`config.mk`:
```
export PLATFORM = sky130hd
export DESIGN_NAME = motor_ctrl_phase_filter_regs
export DESIGN_NICKNAME = d
export VERILOG_FILES = /design/src/motor_regs_pkg.sv /design/src/motor_ctrl_phase_filter_regs.sv
export SDC_FILE = /design/constraint.sdc
export NUM_CORES = 1
export LEC_CHECK = 0
export BUFFER_PORTS_ARGS = -buffer_cell sky130_fd_sc_hd__buf_4
export CAP_MARGIN = 20
export CORE_MARGIN = 2
export CORE_UTILIZATION = 50
export CTS_BUF_LIST = sky130_fd_sc_hd__clkbuf_16
export DETAILED_ROUTE_END_ITERATION = 8
export PLACE_DENSITY = 0.78
export SLEW_MARGIN = 5
export SYNTH_ARGS = -nofsm -noshare
export SYNTH_HDL_FRONTEND = slang
export SYNTH_SLANG_ARGS = --single-unit
export TNS_END_PERCENT = 100
```
`constraint.sdc`:
```
create_clock -name clk_i -period 5.8 [get_ports clk_i]
set_input_delay 1.16 -clock clk_i [delete_from_list [all_inputs] [get_ports clk_i]]
set_output_delay 1.16 -clock clk_i [all_outputs]
set_load 0.1 [all_outputs]
```
`src/motor_regs_pkg.sv`:
```
package motor_regs_pkg;

  // ---------------------------------------------------------------
  // register map (byte addresses, 8-bit data)
  // ---------------------------------------------------------------
  localparam logic [2:0] OFF_CONTROL_B = 3'h0;
  localparam logic [2:0] OFF_CONTROL_C = 3'h1;
  localparam logic [2:0] OFF_PHASE_STATE = 3'h2;
  localparam logic [2:0] OFF_CURRENT_FEEDBACK = 3'h3;
  // page 0: mode control, page 1: d event filter
  localparam logic [2:0] OFF_PAGED = 3'h4;

  localparam logic [7:0] RST_CONTROL_B = 8'h00;
  localparam logic [7:0] RST_CONTROL_C = 8'h00;
  localparam logic [7:0] RST_PHASE_STATE = 8'h00;
  localparam logic [7:0] RST_CURRENT_FEEDBACK = 8'h00;
  localparam logic [7:0] RST_D_EVENT_FILTER = 8'h0f;
  localparam logic [7:0] RST_MODE_CTRL = 8'h00;

  // ---------------------------------------------------------------
  // field positions
  // ---------------------------------------------------------------
  localparam int CC_FLAG_BIT = 7;
  localparam int CC_DIR_HZ_BIT = 6;
  localparam int CC_SZ_BIT = 5;
  localparam int CC_SC_BIT = 4;
  localparam int CC_FAST_ZERO_SAMPLING_BIT = 3;
  localparam int CFR_PAGE_BIT = 7;
  localparam int CFR_RST_BIT = 6;
  localparam logic [7:0] CB_PRELOAD_MASK = 8'h74;
  localparam logic [2:0] VR_EXTERNAL = 3'h7;
  localparam logic [1:0] IS_ENCODER = 2'h3;
  localparam logic [1:0] TES_POSITION = 2'h0;

  // ---------------------------------------------------------------
  // timing
  // ---------------------------------------------------------------
  localparam int CLK_PERIOD_NS = 10;
  localparam int BLANK_STEP_NS = 500;
  localparam int BLANK_STEP_CYC = (BLANK_STEP_NS + CLK_PERIOD_NS - 1) / CLK_PERIOD_NS;
  localparam int D_WIN_FINE_NS = 5000;
  localparam int D_WIN_FINE_CYC = (D_WIN_FINE_NS + CLK_PERIOD_NS - 1) / CLK_PERIOD_NS;
  localparam int D_WIN_COARSE_NS = 20000;
  localparam int D_WIN_COARSE_CYC = (D_WIN_COARSE_NS + CLK_PERIOD_NS - 1) / CLK_PERIOD_NS;
  localparam int D_WIN_BREAK_NS = 60000;
  localparam int D_WIN_BREAK_CYC = (D_WIN_BREAK_NS + CLK_PERIOD_NS - 1) / CLK_PERIOD_NS;
  localparam logic [1:0] CUR_DIV_LAST = 2'h3;

  // ---------------------------------------------------------------
  // types
  // ---------------------------------------------------------------
  typedef struct packed {
    logic [1:0] input_sel;
    logic [5:0] channel_on;
  } phase_state_t;

  typedef struct packed {
    logic [2:0] spare;
    logic direct_access;
    logic position_sensor_mode;
    logic autoswitched_mode;
    logic [1:0] speed_sensor_type_select;
  } mode_ctrl_t;

  typedef enum logic [2:0] {
    SEL_NONE,
    SEL_CONTROL_B,
    SEL_CONTROL_C,
    SEL_PHASE,
    SEL_CFR,
    SEL_MODE,
    SEL_DFR
  } reg_sel_t;

endpackage

```
`src/motor_ctrl_phase_filter_regs.sv`:
```
`timescale 1ns/1ps
// Overview of operation
// - direct access: low mode bit picks PWM side
// - sensor type 00: bit7 is overflow flag
// - other sensor types: bit7 is tacho error
// - position/sensorless: bit6 selects hardware zero crossing
// - speed sensor: bit6 reports encoder A lead
// - bit5 requests simulated zero crossing
// - autoswitched: bit4 picks simulated commutation
// - sensorless Z sampling: PWM end or fast
// - fast sampling forces minimum off time zero
// - threshold code 111 selects external reference
// - input select maps A/B/C, 11 encoder
// - channel bits apply at C or immediately
// - page bit routes accesses to page 0/1
// - soft reset bit resets peripheral registers
// - over-current after field+1 quarter-rate samples
// - blank current comparator after PWM turn-on
// - D event after field+1 consecutive samples, sensorless; after 1 sample in position mode
// - D detection blanked after C event, sensorless
module motor_ctrl_phase_filter_regs
  import motor_regs_pkg::*;
#(
  parameter int D_WIN_FINE = D_WIN_FINE_CYC,
  parameter int D_WIN_COARSE = D_WIN_COARSE_CYC,
  parameter int D_WIN_BREAK = D_WIN_BREAK_CYC
) (
  // clock and reset
  input wire logic clk_i,
  input wire logic rst_n_i,
  // avalon-mm slave
  input wire logic [2:0] avs_address_i,
  input wire logic avs_read_i,
  input wire logic avs_write_i,
  input wire logic [7:0] avs_writedata_i,
  output logic [7:0] avs_readdata_o,
  output logic avs_waitrequest_o,
  // motor events and sensors
  input wire logic motor_timer_overflow_i,
  input wire logic tacho_error_i,
  input wire logic rotor_input_a_i,
  input wire logic rotor_input_b_i,
  input wire logic c_event_i,
  input wire logic pwm_off_end_i,
  input wire logic fast_sample_clock_i,
  input wire logic pwm_turn_on_i,
  input wire logic current_above_i,
  input wire logic d_detect_i,
  input wire logic [3:0] minimum_off_time_i,
  // control outputs
  output logic hardware_zero_cross_select_o,
  output logic simulated_zero_cross_o,
  output logic simulated_commutation_o,
  output logic z_sample_strobe_o,
  output logic [3:0] effective_off_time_o,
  output logic [2:0] threshold_level_select_o,
  output logic external_threshold_pin_sel_o,
  output logic [2:0] comparator_channel_o,
  output logic encoder_mode_o,
  output logic [5:0] channel_on_bits_o,
  output logic [7:0] control_b_active_o,
  output logic pwm_low_side_o,
  output logic c_event_o,
  output logic over_current_o,
  output logic d_event_o
);

  // ---------------------------------------------------------------
  // bus slave
  // ---------------------------------------------------------------
  function automatic reg_sel_t decode(input logic [2:0] addr, input logic page);
    unique case (addr)
      OFF_CONTROL_B: decode = SEL_CONTROL_B;
      OFF_CONTROL_C: decode = SEL_CONTROL_C;
      OFF_PHASE_STATE: decode = SEL_PHASE;
      OFF_CURRENT_FEEDBACK: decode = SEL_CFR;
      OFF_PAGED: decode = page ? SEL_DFR : SEL_MODE;
      default: decode = SEL_NONE;
    endcase
  endfunction

  logic ack_q;
  logic req;
  logic wr_take;
  logic rd_first;
  logic sw_rst;
  reg_sel_t sel;
  logic page_q;
  logic flag_q, hz_q, sz_q, sc_q, fast_zero_sampling_q;
  logic [2:0] vr_q;
  logic [7:0] control_b_q, cb_act_q;
  phase_state_t phase_q, phase_act_q;
  mode_ctrl_t mode_q;
  logic [2:0] cff_q, cfw_q;
  logic [7:0] dfr_q;
  logic enc_dir_q, a_q, b_q;
  logic dac_c_q;
  logic [7:0] rd_val;
  logic speed_mode;

  // one wait state: the edge after the request is the answer edge
  assign req = avs_read_i | avs_write_i;
  assign avs_waitrequest_o = req & ~ack_q;
  assign wr_take = avs_write_i & ack_q;
  assign rd_first = avs_read_i & ~ack_q;
  assign sel = decode(avs_address_i, page_q);
  assign speed_mode = (mode_q.speed_sensor_type_select != TES_POSITION);
  assign sw_rst = wr_take & (sel == SEL_CFR) & avs_writedata_i[CFR_RST_BIT];

  always_ff @(posedge clk_i or negedge rst_n_i) begin
    if (!rst_n_i) begin
      ack_q <= 1'b0;
    end else begin
      ack_q <= req & ~ack_q;
    end
  end

  always_comb begin
    rd_val = 8'h00;
    unique case (sel)
      SEL_CONTROL_B: rd_val = {1'b0, control_b_q[6:0]};
      // bit6 read-only direction in speed mode
      SEL_CONTROL_C: rd_val = {flag_q, speed_mode ? enc_dir_q : hz_q, sz_q, sc_q, fast_zero_sampling_q, vr_q};
      SEL_PHASE: rd_val = phase_q;
      SEL_CFR: rd_val = {page_q, 1'b0, cff_q, cfw_q};
      SEL_MODE: rd_val = mode_q;
      SEL_DFR: rd_val = dfr_q;
      SEL_NONE: rd_val = 8'h00;
    endcase
  end

  always_ff @(posedge clk_i or negedge rst_n_i) begin
    if (!rst_n_i) begin
      avs_readdata_o <= 8'h00;
    end else if (rd_first) begin
      avs_readdata_o <= rd_val;
    end
  end

  // ---------------------------------------------------------------
  // control c
  // ---------------------------------------------------------------
  always_ff @(posedge clk_i or negedge rst_n_i) begin
    if (!rst_n_i) begin
      flag_q <= RST_CONTROL_C[CC_FLAG_BIT];
    end else if (sw_rst) begin
      flag_q <= RST_CONTROL_C[CC_FLAG_BIT];
    // overflow sets flag, set beats clear
    end else if (!speed_mode && motor_timer_overflow_i) begin
      flag_q <= 1'b1;
    end else if (speed_mode && tacho_error_i) begin
      flag_q <= 1'b1;
    end else if (wr_take && sel == SEL_CONTROL_C && !avs_writedata_i[CC_FLAG_BIT]) begin
      flag_q <= 1'b0;
    end
  end

  always_ff @(posedge clk_i or negedge rst_n_i) begin
    if (!rst_n_i) begin
      hz_q <= RST_CONTROL_C[CC_DIR_HZ_BIT];
      sz_q <= RST_CONTROL_C[CC_SZ_BIT];
      sc_q <= RST_CONTROL_C[CC_SC_BIT];
      fast_zero_sampling_q <= RST_CONTROL_C[CC_FAST_ZERO_SAMPLING_BIT];
      vr_q <= RST_CONTROL_C[2:0];
    end else if (sw_rst) begin
      hz_q <= RST_CONTROL_C[CC_DIR_HZ_BIT];
      sz_q <= RST_CONTROL_C[CC_SZ_BIT];
      sc_q <= RST_CONTROL_C[CC_SC_BIT];
      fast_zero_sampling_q <= RST_CONTROL_C[CC_FAST_ZERO_SAMPLING_BIT];
      vr_q <= RST_CONTROL_C[2:0];
    end else if (wr_take && sel == SEL_CONTROL_C) begin
      // hz writable only outside speed mode
      if (!speed_mode) begin
        hz_q <= avs_writedata_i[CC_DIR_HZ_BIT];
      end
      sz_q <= avs_writedata_i[CC_SZ_BIT];
      sc_q <= avs_writedata_i[CC_SC_BIT];
      fast_zero_sampling_q <= avs_writedata_i[CC_FAST_ZERO_SAMPLING_BIT];
      vr_q <= avs_writedata_i[2:0];
    end
  end

  // A rising with B low means A leads
  always_ff @(posedge clk_i or negedge rst_n_i) begin
    if (!rst_n_i) begin
      a_q <= 1'b0;
      b_q <= 1'b0;
      enc_dir_q <= 1'b0;
    end else begin
      a_q <= rotor_input_a_i;
      b_q <= rotor_input_b_i;
      if (rotor_input_a_i && !a_q) begin
        enc_dir_q <= ~rotor_input_b_i;
      end else if (rotor_input_b_i && !b_q) begin
        enc_dir_q <= rotor_input_a_i ? 1'b1 : 1'b0;
      end
    end
  end

  // hardware Z only in position/sensorless mode
  assign hardware_zero_cross_select_o = hz_q & ~speed_mode;
  assign simulated_zero_cross_o = sz_q;
  assign simulated_commutation_o = sc_q & mode_q.autoswitched_mode;
  // Z sample source in sensorless mode
  assign z_sample_strobe_o = mode_q.position_sensor_mode ? 1'b0 :
                             (fast_zero_sampling_q ? fast_sample_clock_i : pwm_off_end_i);
  // fast sampling removes the minimum off time
  assign effective_off_time_o = fast_zero_sampling_q ? 4'h0 : minimum_off_time_i;
  assign threshold_level_select_o = vr_q;
  assign external_threshold_pin_sel_o = (vr_q == VR_EXTERNAL);

  // ---------------------------------------------------------------
  // mode, control b, phase state and C event preload
  // ---------------------------------------------------------------
  logic phase_wr;
  logic c_evt;
  assign phase_wr = wr_take & (sel == SEL_PHASE);
  assign c_evt = c_event_i | dac_c_q;
  assign c_event_o = c_evt;

  always_ff @(posedge clk_i or negedge rst_n_i) begin
    if (!rst_n_i) begin
      mode_q <= RST_MODE_CTRL;
      control_b_q <= RST_CONTROL_B;
      phase_q <= RST_PHASE_STATE;
    end else if (sw_rst) begin
      mode_q <= RST_MODE_CTRL;
      control_b_q <= RST_CONTROL_B;
      phase_q <= RST_PHASE_STATE;
    end else if (wr_take) begin
      if (sel == SEL_MODE) begin
        mode_q <= {3'h0, avs_writedata_i[4:0]};
      end
      if (sel == SEL_CONTROL_B) begin
        control_b_q <= {1'b0, avs_writedata_i[6:0]};
      end
      if (sel == SEL_PHASE) begin
        phase_q <= avs_writedata_i;
      end
    end
  end

  // a write in direct access is itself a C event
  always_ff @(posedge clk_i or negedge rst_n_i) begin
    if (!rst_n_i) begin
      dac_c_q <= 1'b0;
    end else begin
      dac_c_q <= phase_wr & mode_q.direct_access & ~sw_rst;
    end
  end

  // channel bits at C event, or at once in direct access
  always_ff @(posedge clk_i or negedge rst_n_i) begin
    if (!rst_n_i) begin
      phase_act_q <= RST_PHASE_STATE;
      cb_act_q <= RST_CONTROL_B;
    end else if (sw_rst) begin
      phase_act_q <= RST_PHASE_STATE;
      cb_act_q <= RST_CONTROL_B;
    end else begin
      if (phase_wr && mode_q.direct_access) begin
        phase_act_q <= avs_writedata_i;
      end else if (c_evt) begin
        phase_act_q <= phase_q;
      end
      // preload bits of control b move at C, the rest at once
      cb_act_q <= (control_b_q & ~CB_PRELOAD_MASK) |
                  ((c_evt ? control_b_q : cb_act_q) & CB_PRELOAD_MASK);
    end
  end

  assign channel_on_bits_o = phase_act_q.channel_on;
  assign control_b_active_o = cb_act_q;
  // direct access uses only the low mode bit
  assign pwm_low_side_o = mode_q.direct_access ? cb_act_q[0] : cb_act_q[2];
  assign encoder_mode_o = (phase_act_q.input_sel == IS_ENCODER);
  assign comparator_channel_o = encoder_mode_o ? 3'h0 : (3'h1 << phase_act_q.input_sel);

  // ---------------------------------------------------------------
  // current feedback register, page and d filter register
  // ---------------------------------------------------------------
  always_ff @(posedge clk_i or negedge rst_n_i) begin
    if (!rst_n_i) begin
      page_q <= RST_CURRENT_FEEDBACK[CFR_PAGE_BIT];
      cff_q <= RST_CURRENT_FEEDBACK[5:3];
      cfw_q <= RST_CURRENT_FEEDBACK[2:0];
      dfr_q <= RST_D_EVENT_FILTER;
    end else if (sw_rst) begin
      page_q <= RST_CURRENT_FEEDBACK[CFR_PAGE_BIT];
      cff_q <= RST_CURRENT_FEEDBACK[5:3];
      cfw_q <= RST_CURRENT_FEEDBACK[2:0];
      dfr_q <= RST_D_EVENT_FILTER;
    end else if (wr_take) begin
      if (sel == SEL_CFR) begin
        page_q <= avs_writedata_i[CFR_PAGE_BIT];
        cff_q <= avs_writedata_i[5:3];
        cfw_q <= avs_writedata_i[2:0];
      end
      if (sel == SEL_DFR) begin
        dfr_q <= avs_writedata_i;
      end
    end
  end

  // ---------------------------------------------------------------
  // current comparator blanking and filter
  // ---------------------------------------------------------------
  logic [8:0] blank_q;
  logic [1:0] div_q;
  logic [3:0] cur_cnt_q;
  logic cur_valid;

  // blanking window reloads on each PWM turn-on
  always_ff @(posedge clk_i or negedge rst_n_i) begin
    if (!rst_n_i) begin
      blank_q <= 9'h000;
    end else if (pwm_turn_on_i) begin
      blank_q <= 9'(int'(cfw_q) * BLANK_STEP_CYC);
    end else if (blank_q != 9'h000) begin
      blank_q <= blank_q - 9'h001;
    end
  end
  assign cur_valid = current_above_i & (blank_q == 9'h000) & ~pwm_turn_on_i;

  always_ff @(posedge clk_i or negedge rst_n_i) begin
    if (!rst_n_i) begin
      div_q <= 2'h0;
      cur_cnt_q <= 4'h0;
    end else begin
      div_q <= div_q + 2'h1;
      if (div_q == CUR_DIV_LAST) begin
        if (!cur_valid) begin
          cur_cnt_q <= 4'h0;
        end else if (cur_cnt_q != 4'h8) begin
          cur_cnt_q <= cur_cnt_q + 4'h1;
        end
      end
    end
  end
  assign over_current_o = (cur_cnt_q > {1'b0, cff_q});

  // ---------------------------------------------------------------
  // D event window and filter
  // ---------------------------------------------------------------
  logic [15:0] dwin_q;
  logic [4:0] d_cnt_q;
  logic [4:0] d_need;
  logic d_valid;

  function automatic logic [15:0] dwin_len(input logic [3:0] code);
    if (!code[3]) begin
      dwin_len = 16'((int'(code) + 1) * D_WIN_FINE);
    end else begin
      dwin_len = 16'(D_WIN_BREAK + int'(code[2:0]) * D_WIN_COARSE);
    end
  endfunction

  // window starts at C, sensorless only
  always_ff @(posedge clk_i or negedge rst_n_i) begin
    if (!rst_n_i) begin
      dwin_q <= 16'h0000;
    end else if (c_evt && !mode_q.position_sensor_mode) begin
      dwin_q <= dwin_len(dfr_q[3:0]);
    end else if (dwin_q != 16'h0000) begin
      dwin_q <= dwin_q - 16'h0001;
    end
  end

  assign d_valid = d_detect_i & (dwin_q == 16'h0000) & ~(c_evt & ~mode_q.position_sensor_mode);
  assign d_need = mode_q.position_sensor_mode ? 5'h01 : {1'b0, dfr_q[7:4]} + 5'h01;

  // count consecutive samples on the fast clock
  always_ff @(posedge clk_i or negedge rst_n_i) begin
    if (!rst_n_i) begin
      d_cnt_q <= 5'h00;
      d_event_o <= 1'b0;
    end else begin
      d_event_o <= 1'b0;
      if (fast_sample_clock_i) begin
        if (!d_valid) begin
          d_cnt_q <= 5'h00;
        end else if (d_cnt_q != 5'h1f) begin
          d_cnt_q <= d_cnt_q + 5'h01;
          d_event_o <= (d_cnt_q + 5'h01 == d_need);
        end
      end
    end
  end
endmodule

```
=== Yosys cells after proc, flatten, opt, wreduce, memory -nomap -nowiden ===
Cells that the tools add are included.

* Flip-flop bits (word level): 113
* Bits of input ports: 29

* Add/subtract/negate cells: 8
* Multiply operators: 3
* Magnitude comparators: 1
* Equality and inequality tests: 19
* Shifts and indexed selects: 1
* Multiplexer cells: 66
* Bitwise operators: 25
* Reduce and logical (&&, ||, !) cells: 40

{| class="wikitable"
|+ Operator list
! cell !! number
|-
| 8-bit two-way mux || 16
|-
| 8-bit case mux with 7 select lines || 1
|-
| 16-bit two-way mux || 3
|-
| 3-bit two-way mux || 9
|-
| 1-bit two-way mux || 26
|-
| 2-bit nonzero test || 11
|-
| 9-bit two-way mux || 2
|-
| 16-bit zero test || 1
|-
| 2-bit AND reduction || 8
|-
| 16-bit nonzero test || 1
|-
| 16-bit by 1-bit subtractor with 16-bit output, second input constant || 1
|-
| 13-bit by 14-bit adder with 15-bit output, first input constant || 1
|-
| 1-bit AND || 15
|-
| 3-bit == test, second input constant || 5
|-
| 5-bit two-way mux || 3
|-
| 3-bit case mux with 5 select lines || 1
|-
| 3-bit by 2-bit == test with 1-bit output, second input constant || 4
|-
| 5-bit by 7-bit multiplier with 12-bit output, second input constant || 1
|-
| 4-bit two-way mux || 3
|-
| 4-bit by 1-bit adder with 5-bit output, second input constant || 2
|-
| 3-bit by 7-bit multiplier with 10-bit output, second input constant || 1
|-
| 9-bit zero test || 1
|-
| 9-bit nonzero test || 1
|-
| 9-bit by 1-bit subtractor with 9-bit output, second input constant || 1
|-
| other kinds (23) || 45
|}

=== Longest topological paths before layout ===
* Depth after elaboration: 9
* Gate-level depth with buffers: 15

=== Least setup slack after synthesis ===
OpenSTA, ideal clock, no wires.

* Kind: reg2reg
* From: register dfr_q[0]
* To: register dwin_q[13]
* Library setup time: 0.126 ns
* Data arrival time: 4.331 ns
* Setup slack: 1.343 ns
* Cell stages (with the launch flop): 16
* Buffers on the path: 0
* Period minus slack after synthesis: 4.457 ns
* Cell sequence: dfstp_2 > ha_1 > xor2_1 > inv_1 > fa_1 > inv_1 > fa_1 > inv_1 > fa_1 > inv_1 > ha_1 > a221o_1 > a31oi_1 > o21ai_0 > xnor2_1 > a221o_1

* Word-level cells in the longest chain between the ends: 4

{| class="wikitable"
|+ RTL lines
! what !! line !! source
|-
| start: declaration || motor_ctrl_phase_filter_regs.sv:95 || <nowiki>logic [7:0] dfr_q;</nowiki>
|-
| start signal: assignment || motor_ctrl_phase_filter_regs.sv:300 || <nowiki>dfr_q <= avs_writedata_i;</nowiki>
|-
| 3-bit by 7-bit multiplier with 10-bit output / 4-bit by 1-bit adder with 5-bit output (equally long branches) || motor_ctrl_phase_filter_regs.sv:354, motor_ctrl_phase_filter_regs.sv:352 ||
|-
| 13-bit by 14-bit adder with 15-bit output / 5-bit by 7-bit multiplier with 12-bit output (equally long branches) || motor_ctrl_phase_filter_regs.sv:354, motor_ctrl_phase_filter_regs.sv:352 ||
|-
| 16-bit two-way mux * || motor_ctrl_phase_filter_regs.sv:351 || <nowiki>if (!code[3]) begin</nowiki>
|-
| 16-bit two-way mux * || motor_ctrl_phase_filter_regs.sv:362 || <nowiki>end else if (c_evt && !mode_q.position_sensor_mode) begin</nowiki>
|-
| end signal: assignment || motor_ctrl_phase_filter_regs.sv:363 || <nowiki>dwin_q <= dwin_len(dfr_q[3:0]);</nowiki>
|-
| end signal: assignment || motor_ctrl_phase_filter_regs.sv:365 || <nowiki>dwin_q <= dwin_q - 16'h0001;</nowiki>
|-
| end: declaration || motor_ctrl_phase_filter_regs.sv:345 || <nowiki>logic [15:0] dwin_q;</nowiki>
|}

Every way passes the cells marked *; elsewhere a longest branch is shown, timed or not.
A chain may end at the register's enable or synchronous reset.

=== Worst setup path in the final report ===
* From: register dfr_q[0]
* To: register dwin_q[12]

Same word-level chain as after synthesis.

==> flow_metrics.tcl <==
set metrics [dict create \
    areaGrowthSynthToFinish_pct 13.9 \
    skew_ps 7.15 \
    seq_area_frac_synth 0.384 \
    tightest_slew_ps 851 \
    grt_overflow 0 \
    dp_hpwl_um 12500 \
    period_minus_slack_ps 4900 \
    cts.sinks 108 \
    cts-root-buf "clkbuf_16" \
    die_y_um 123 \
    hold_class "register to register" \
    syn-cell-area_mm2 0.00705 \
    async_flop_share 1.00 \
    antenna_found_initial 0 \
    cts.repair.resized 0 \
    cap_violations 0 \
    port_buffers 70 \
    startpoint_type "register" \
    viasPerCell 5.74 \
    finalNetCount 909 \
    cts_tree "done" \
    grt_start_max_net_pins 66 \
    timing.fmax_mhz 204 \
    setup_ws_ps 897 \
    ir_drop_uv 367 \
    diodes 0 \
    ys_dominant_reg_cell "dfrtp_1" \
    arrival_ps 5160 \
    cts_hold_buf 0 \
    dp_cells 989 \
    grt_pass1_wl_um 27500 \
    critPathKind "register to register" \
    drt_pre_antenna_iters 6 \
    avgSynthCellArea_um2 9.13 \
    io_pins 72 \
    cp_max_fo 13 \
    syn_nets 861 \
    htree_levels 3 \
    fp.dieW_um 123 \
    hold_viol_final 0 \
    tns_ps 0 \
    relSlewSlack 0.429 \
    p_per_area_mw_per_mm2 582 \
    drt-wirelength-per-cell_um 16.9 \
    synth_cells 772 \
    cts_made_buffers 9 \
    end_kind "register" \
    p_leak_uw 0.00367 \
    final.period_utilization 0.845 \
    vias 5768 \
    drive_gt1_frac 0.139 \
    clk_pin_slew_ps 70 \
    core_area_mm2 0.0138 \
    wl_um 17000 \
    start_util 0.510 \
    drtIter0Drc 446 \
    synth_edf_count 0 \
    status "finished clean" \
    ant_nets 0 \
    synth_seq_cells 108 \
    ys_types 70 \
    cts_setup_buffers 0 \
    grt_use_total 0.236 \
    setup_viol 0 \
    die_area_mm2 0.0151 \
    place_ws_ps 930 \
    critPathRequiredTime_ps 6060 \
    yosys_warnings 0 \
    gp_congestion 0.899 \
    rows 43 \
    fin_cells 1005 \
    clk_path_buf_depth 2 \
    grt_pass1_vias 5444 \
    clk_latency_ps 360 \
    rsz0062_at_grt "no" \
    slew_violations 0 \
    drc 0 \
]
==> per-stage QoR <==
stage          instance area, um2  utilization  hold slack, ps  total power [uW]
2_1_floorplan                7050            -             401              3300
3_3_place_gp                 7680        0.555             419              3830
3_5_place_dp                 7680        0.555             426              3900
4_1_cts                      8030        0.581             438              4650
5_1_grt                      8030        0.581             445              5000
6_report                     8030        0.581             431              4670
==> path summary, 6_finish.rpt <==
kind | startpoint | cells past startpoint | slack, ps | endpoint
max reg2reg | dfr_q[0] | 15 | 900 | dwin_q[12]
min | div_q[0] | 1 | 430 | div_q[0]
max in group asynchronous | rst_n_i | 2 | 3830 | cur_cnt_q[0]
min in group asynchronous | rst_n_i | 1 | 880 | dwin_q[7]
min reg2reg | div_q[0] | 1 | 430 | div_q[0]
max | dfr_q[0] | 15 | 900 | dwin_q[12]
==> cells by family after synthesis <==
kind of cell             Yosys count  synth area share
other                              1          0.000532
XOR/XNOR                          33            0.0410
AND/OR/NAND/NOR                  276             0.188
multiplexers                      39            0.0578
buffers and inverters             88            0.0513
flip-flops                       108             0.384
AO/OA/AOI/OAI                    167             0.156
adder cells (fa/ha/maj)           60             0.121
==> sequential cells by signal, indices dropped and copies added, names as in the netlist, 2 cells and up <==
signal and cells:
avs_readdata_o 8, d_cnt_q 5, div_q 2, blank_q 9
dwin_q 16, dfr_q 8, cff_q 3, cfw_q 3
phase_q 8, threshold_level_select_o 3, cur_cnt_q 4, control_b_q 7
channel_on_bits_o 6, phase_act_q 2, control_b_active_o 7, mode_q 5
==> critical path: stages, from the launching register on <==
cell and delay, ps:
dfstp_2 740, ha_1 390, xor2_1 360, inv_1 140, fa_1 550, inv_1 110
fa_1 510, inv_1 50, fa_1 520, inv_1 40, ha_1 220, a2111oi_0 550
o21a_1 220, o21ai_0 70, nor3b_1 140, a311oi_1 210
==> cell type report <==
type / instances / area [um2]
Clock buffer: 9 / 225
Clock inverter: 7 / 129
Fill cell: 1189 / 5790
Sequential cell: 108 / 2710
Timing Repair Buffer: 76 / 571
Inverter: 49 / 184
Multi-Input combinational cell: 576 / 3990
Tap cell: 180 / 225
==> report_power, final <==
group / internal [uW] / leakage [uW] / switching (uW) / total [uW]
Clock: 430 / 0.000170 / 304 / 734
Combinational: 1070 / 0.00213 / 1720 / 2790
Sequential: 941 / 0.00138 / 211 / 1150
==> cell usage after synthesis (3+ instances only) <==
library cell | number | area share
a211oi_1 | 13 | 0.014
a21o_1 | 7 | 0.0075
a21oi_1 | 37 | 0.026
a22o_1 | 3 | 0.0037
a311oi_1 | 11 | 0.014
a31oi_1 | 8 | 0.0071
and2_1 | 6 | 0.0053
and3_1 | 6 | 0.0053
buf_1 | 4 | 0.0021
buf_2 | 4 | 0.0028
buf_4 | 7 | 0.0075
clkbuf_1 | 24 | 0.013
dfrtp_1 | 104 | 0.37
dfstp_2 | 4 | 0.015
fa_1 | 14 | 0.040
ha_1 | 46 | 0.082
inv_1 | 48 | 0.026
mux2_2 | 4 | 0.0064
mux2i_1 | 34 | 0.048
nand2_1 | 99 | 0.053
nand2b_1 | 11 | 0.0098
nand3_1 | 7 | 0.0050
nor2_1 | 83 | 0.044
nor2b_1 | 12 | 0.011
nor3_1 | 13 | 0.0092
nor3b_1 | 4 | 0.0043
nor4_1 | 3 | 0.0027
o211ai_1 | 5 | 0.0053
o21a_1 | 3 | 0.0032
o21ai_0 | 41 | 0.029
o22ai_1 | 9 | 0.0080
o31ai_1 | 9 | 0.0096
or3_1 | 5 | 0.0044
or4_1 | 6 | 0.0064
xnor2_1 | 19 | 0.024
xor2_1 | 14 | 0.017
==> layout by cell type (no fill, tap or decap), types with 5 or more instances in the layout <==
cell type	instances
a311oi_1	11
inv_1	48
xor2_1	14
a31oi_1	8
fa_1	14
and2_1	6
nor2_1	82
or4_1	6
and3_1	6
xnor2_1	19
clkbuf_16	9
nor3_1	13
a21oi_1	37
a21o_1	7
o22ai_1	9
buf_4	76
nand3_1	7
o21ai_0	41
nand2_1	99
mux2i_1	34
nand2b_1	11
nor2b_1	12
dfrtp_1	104
or3_1	5
o211ai_1	5
o31ai_1	9
ha_1	46
a211oi_1	13
==> layer usage <==
metal / share of wire / track usage / wire [um]
met4: 0.019 / 0.0639 / 316
met3: 0.051 / 0.0465 / 874
met5: 0 / 0 / 0
met2: 0.48 / 0.388 / 8170
met1: 0.45 / 0.318 / 7620
Power figures use the tool's default switching activity.
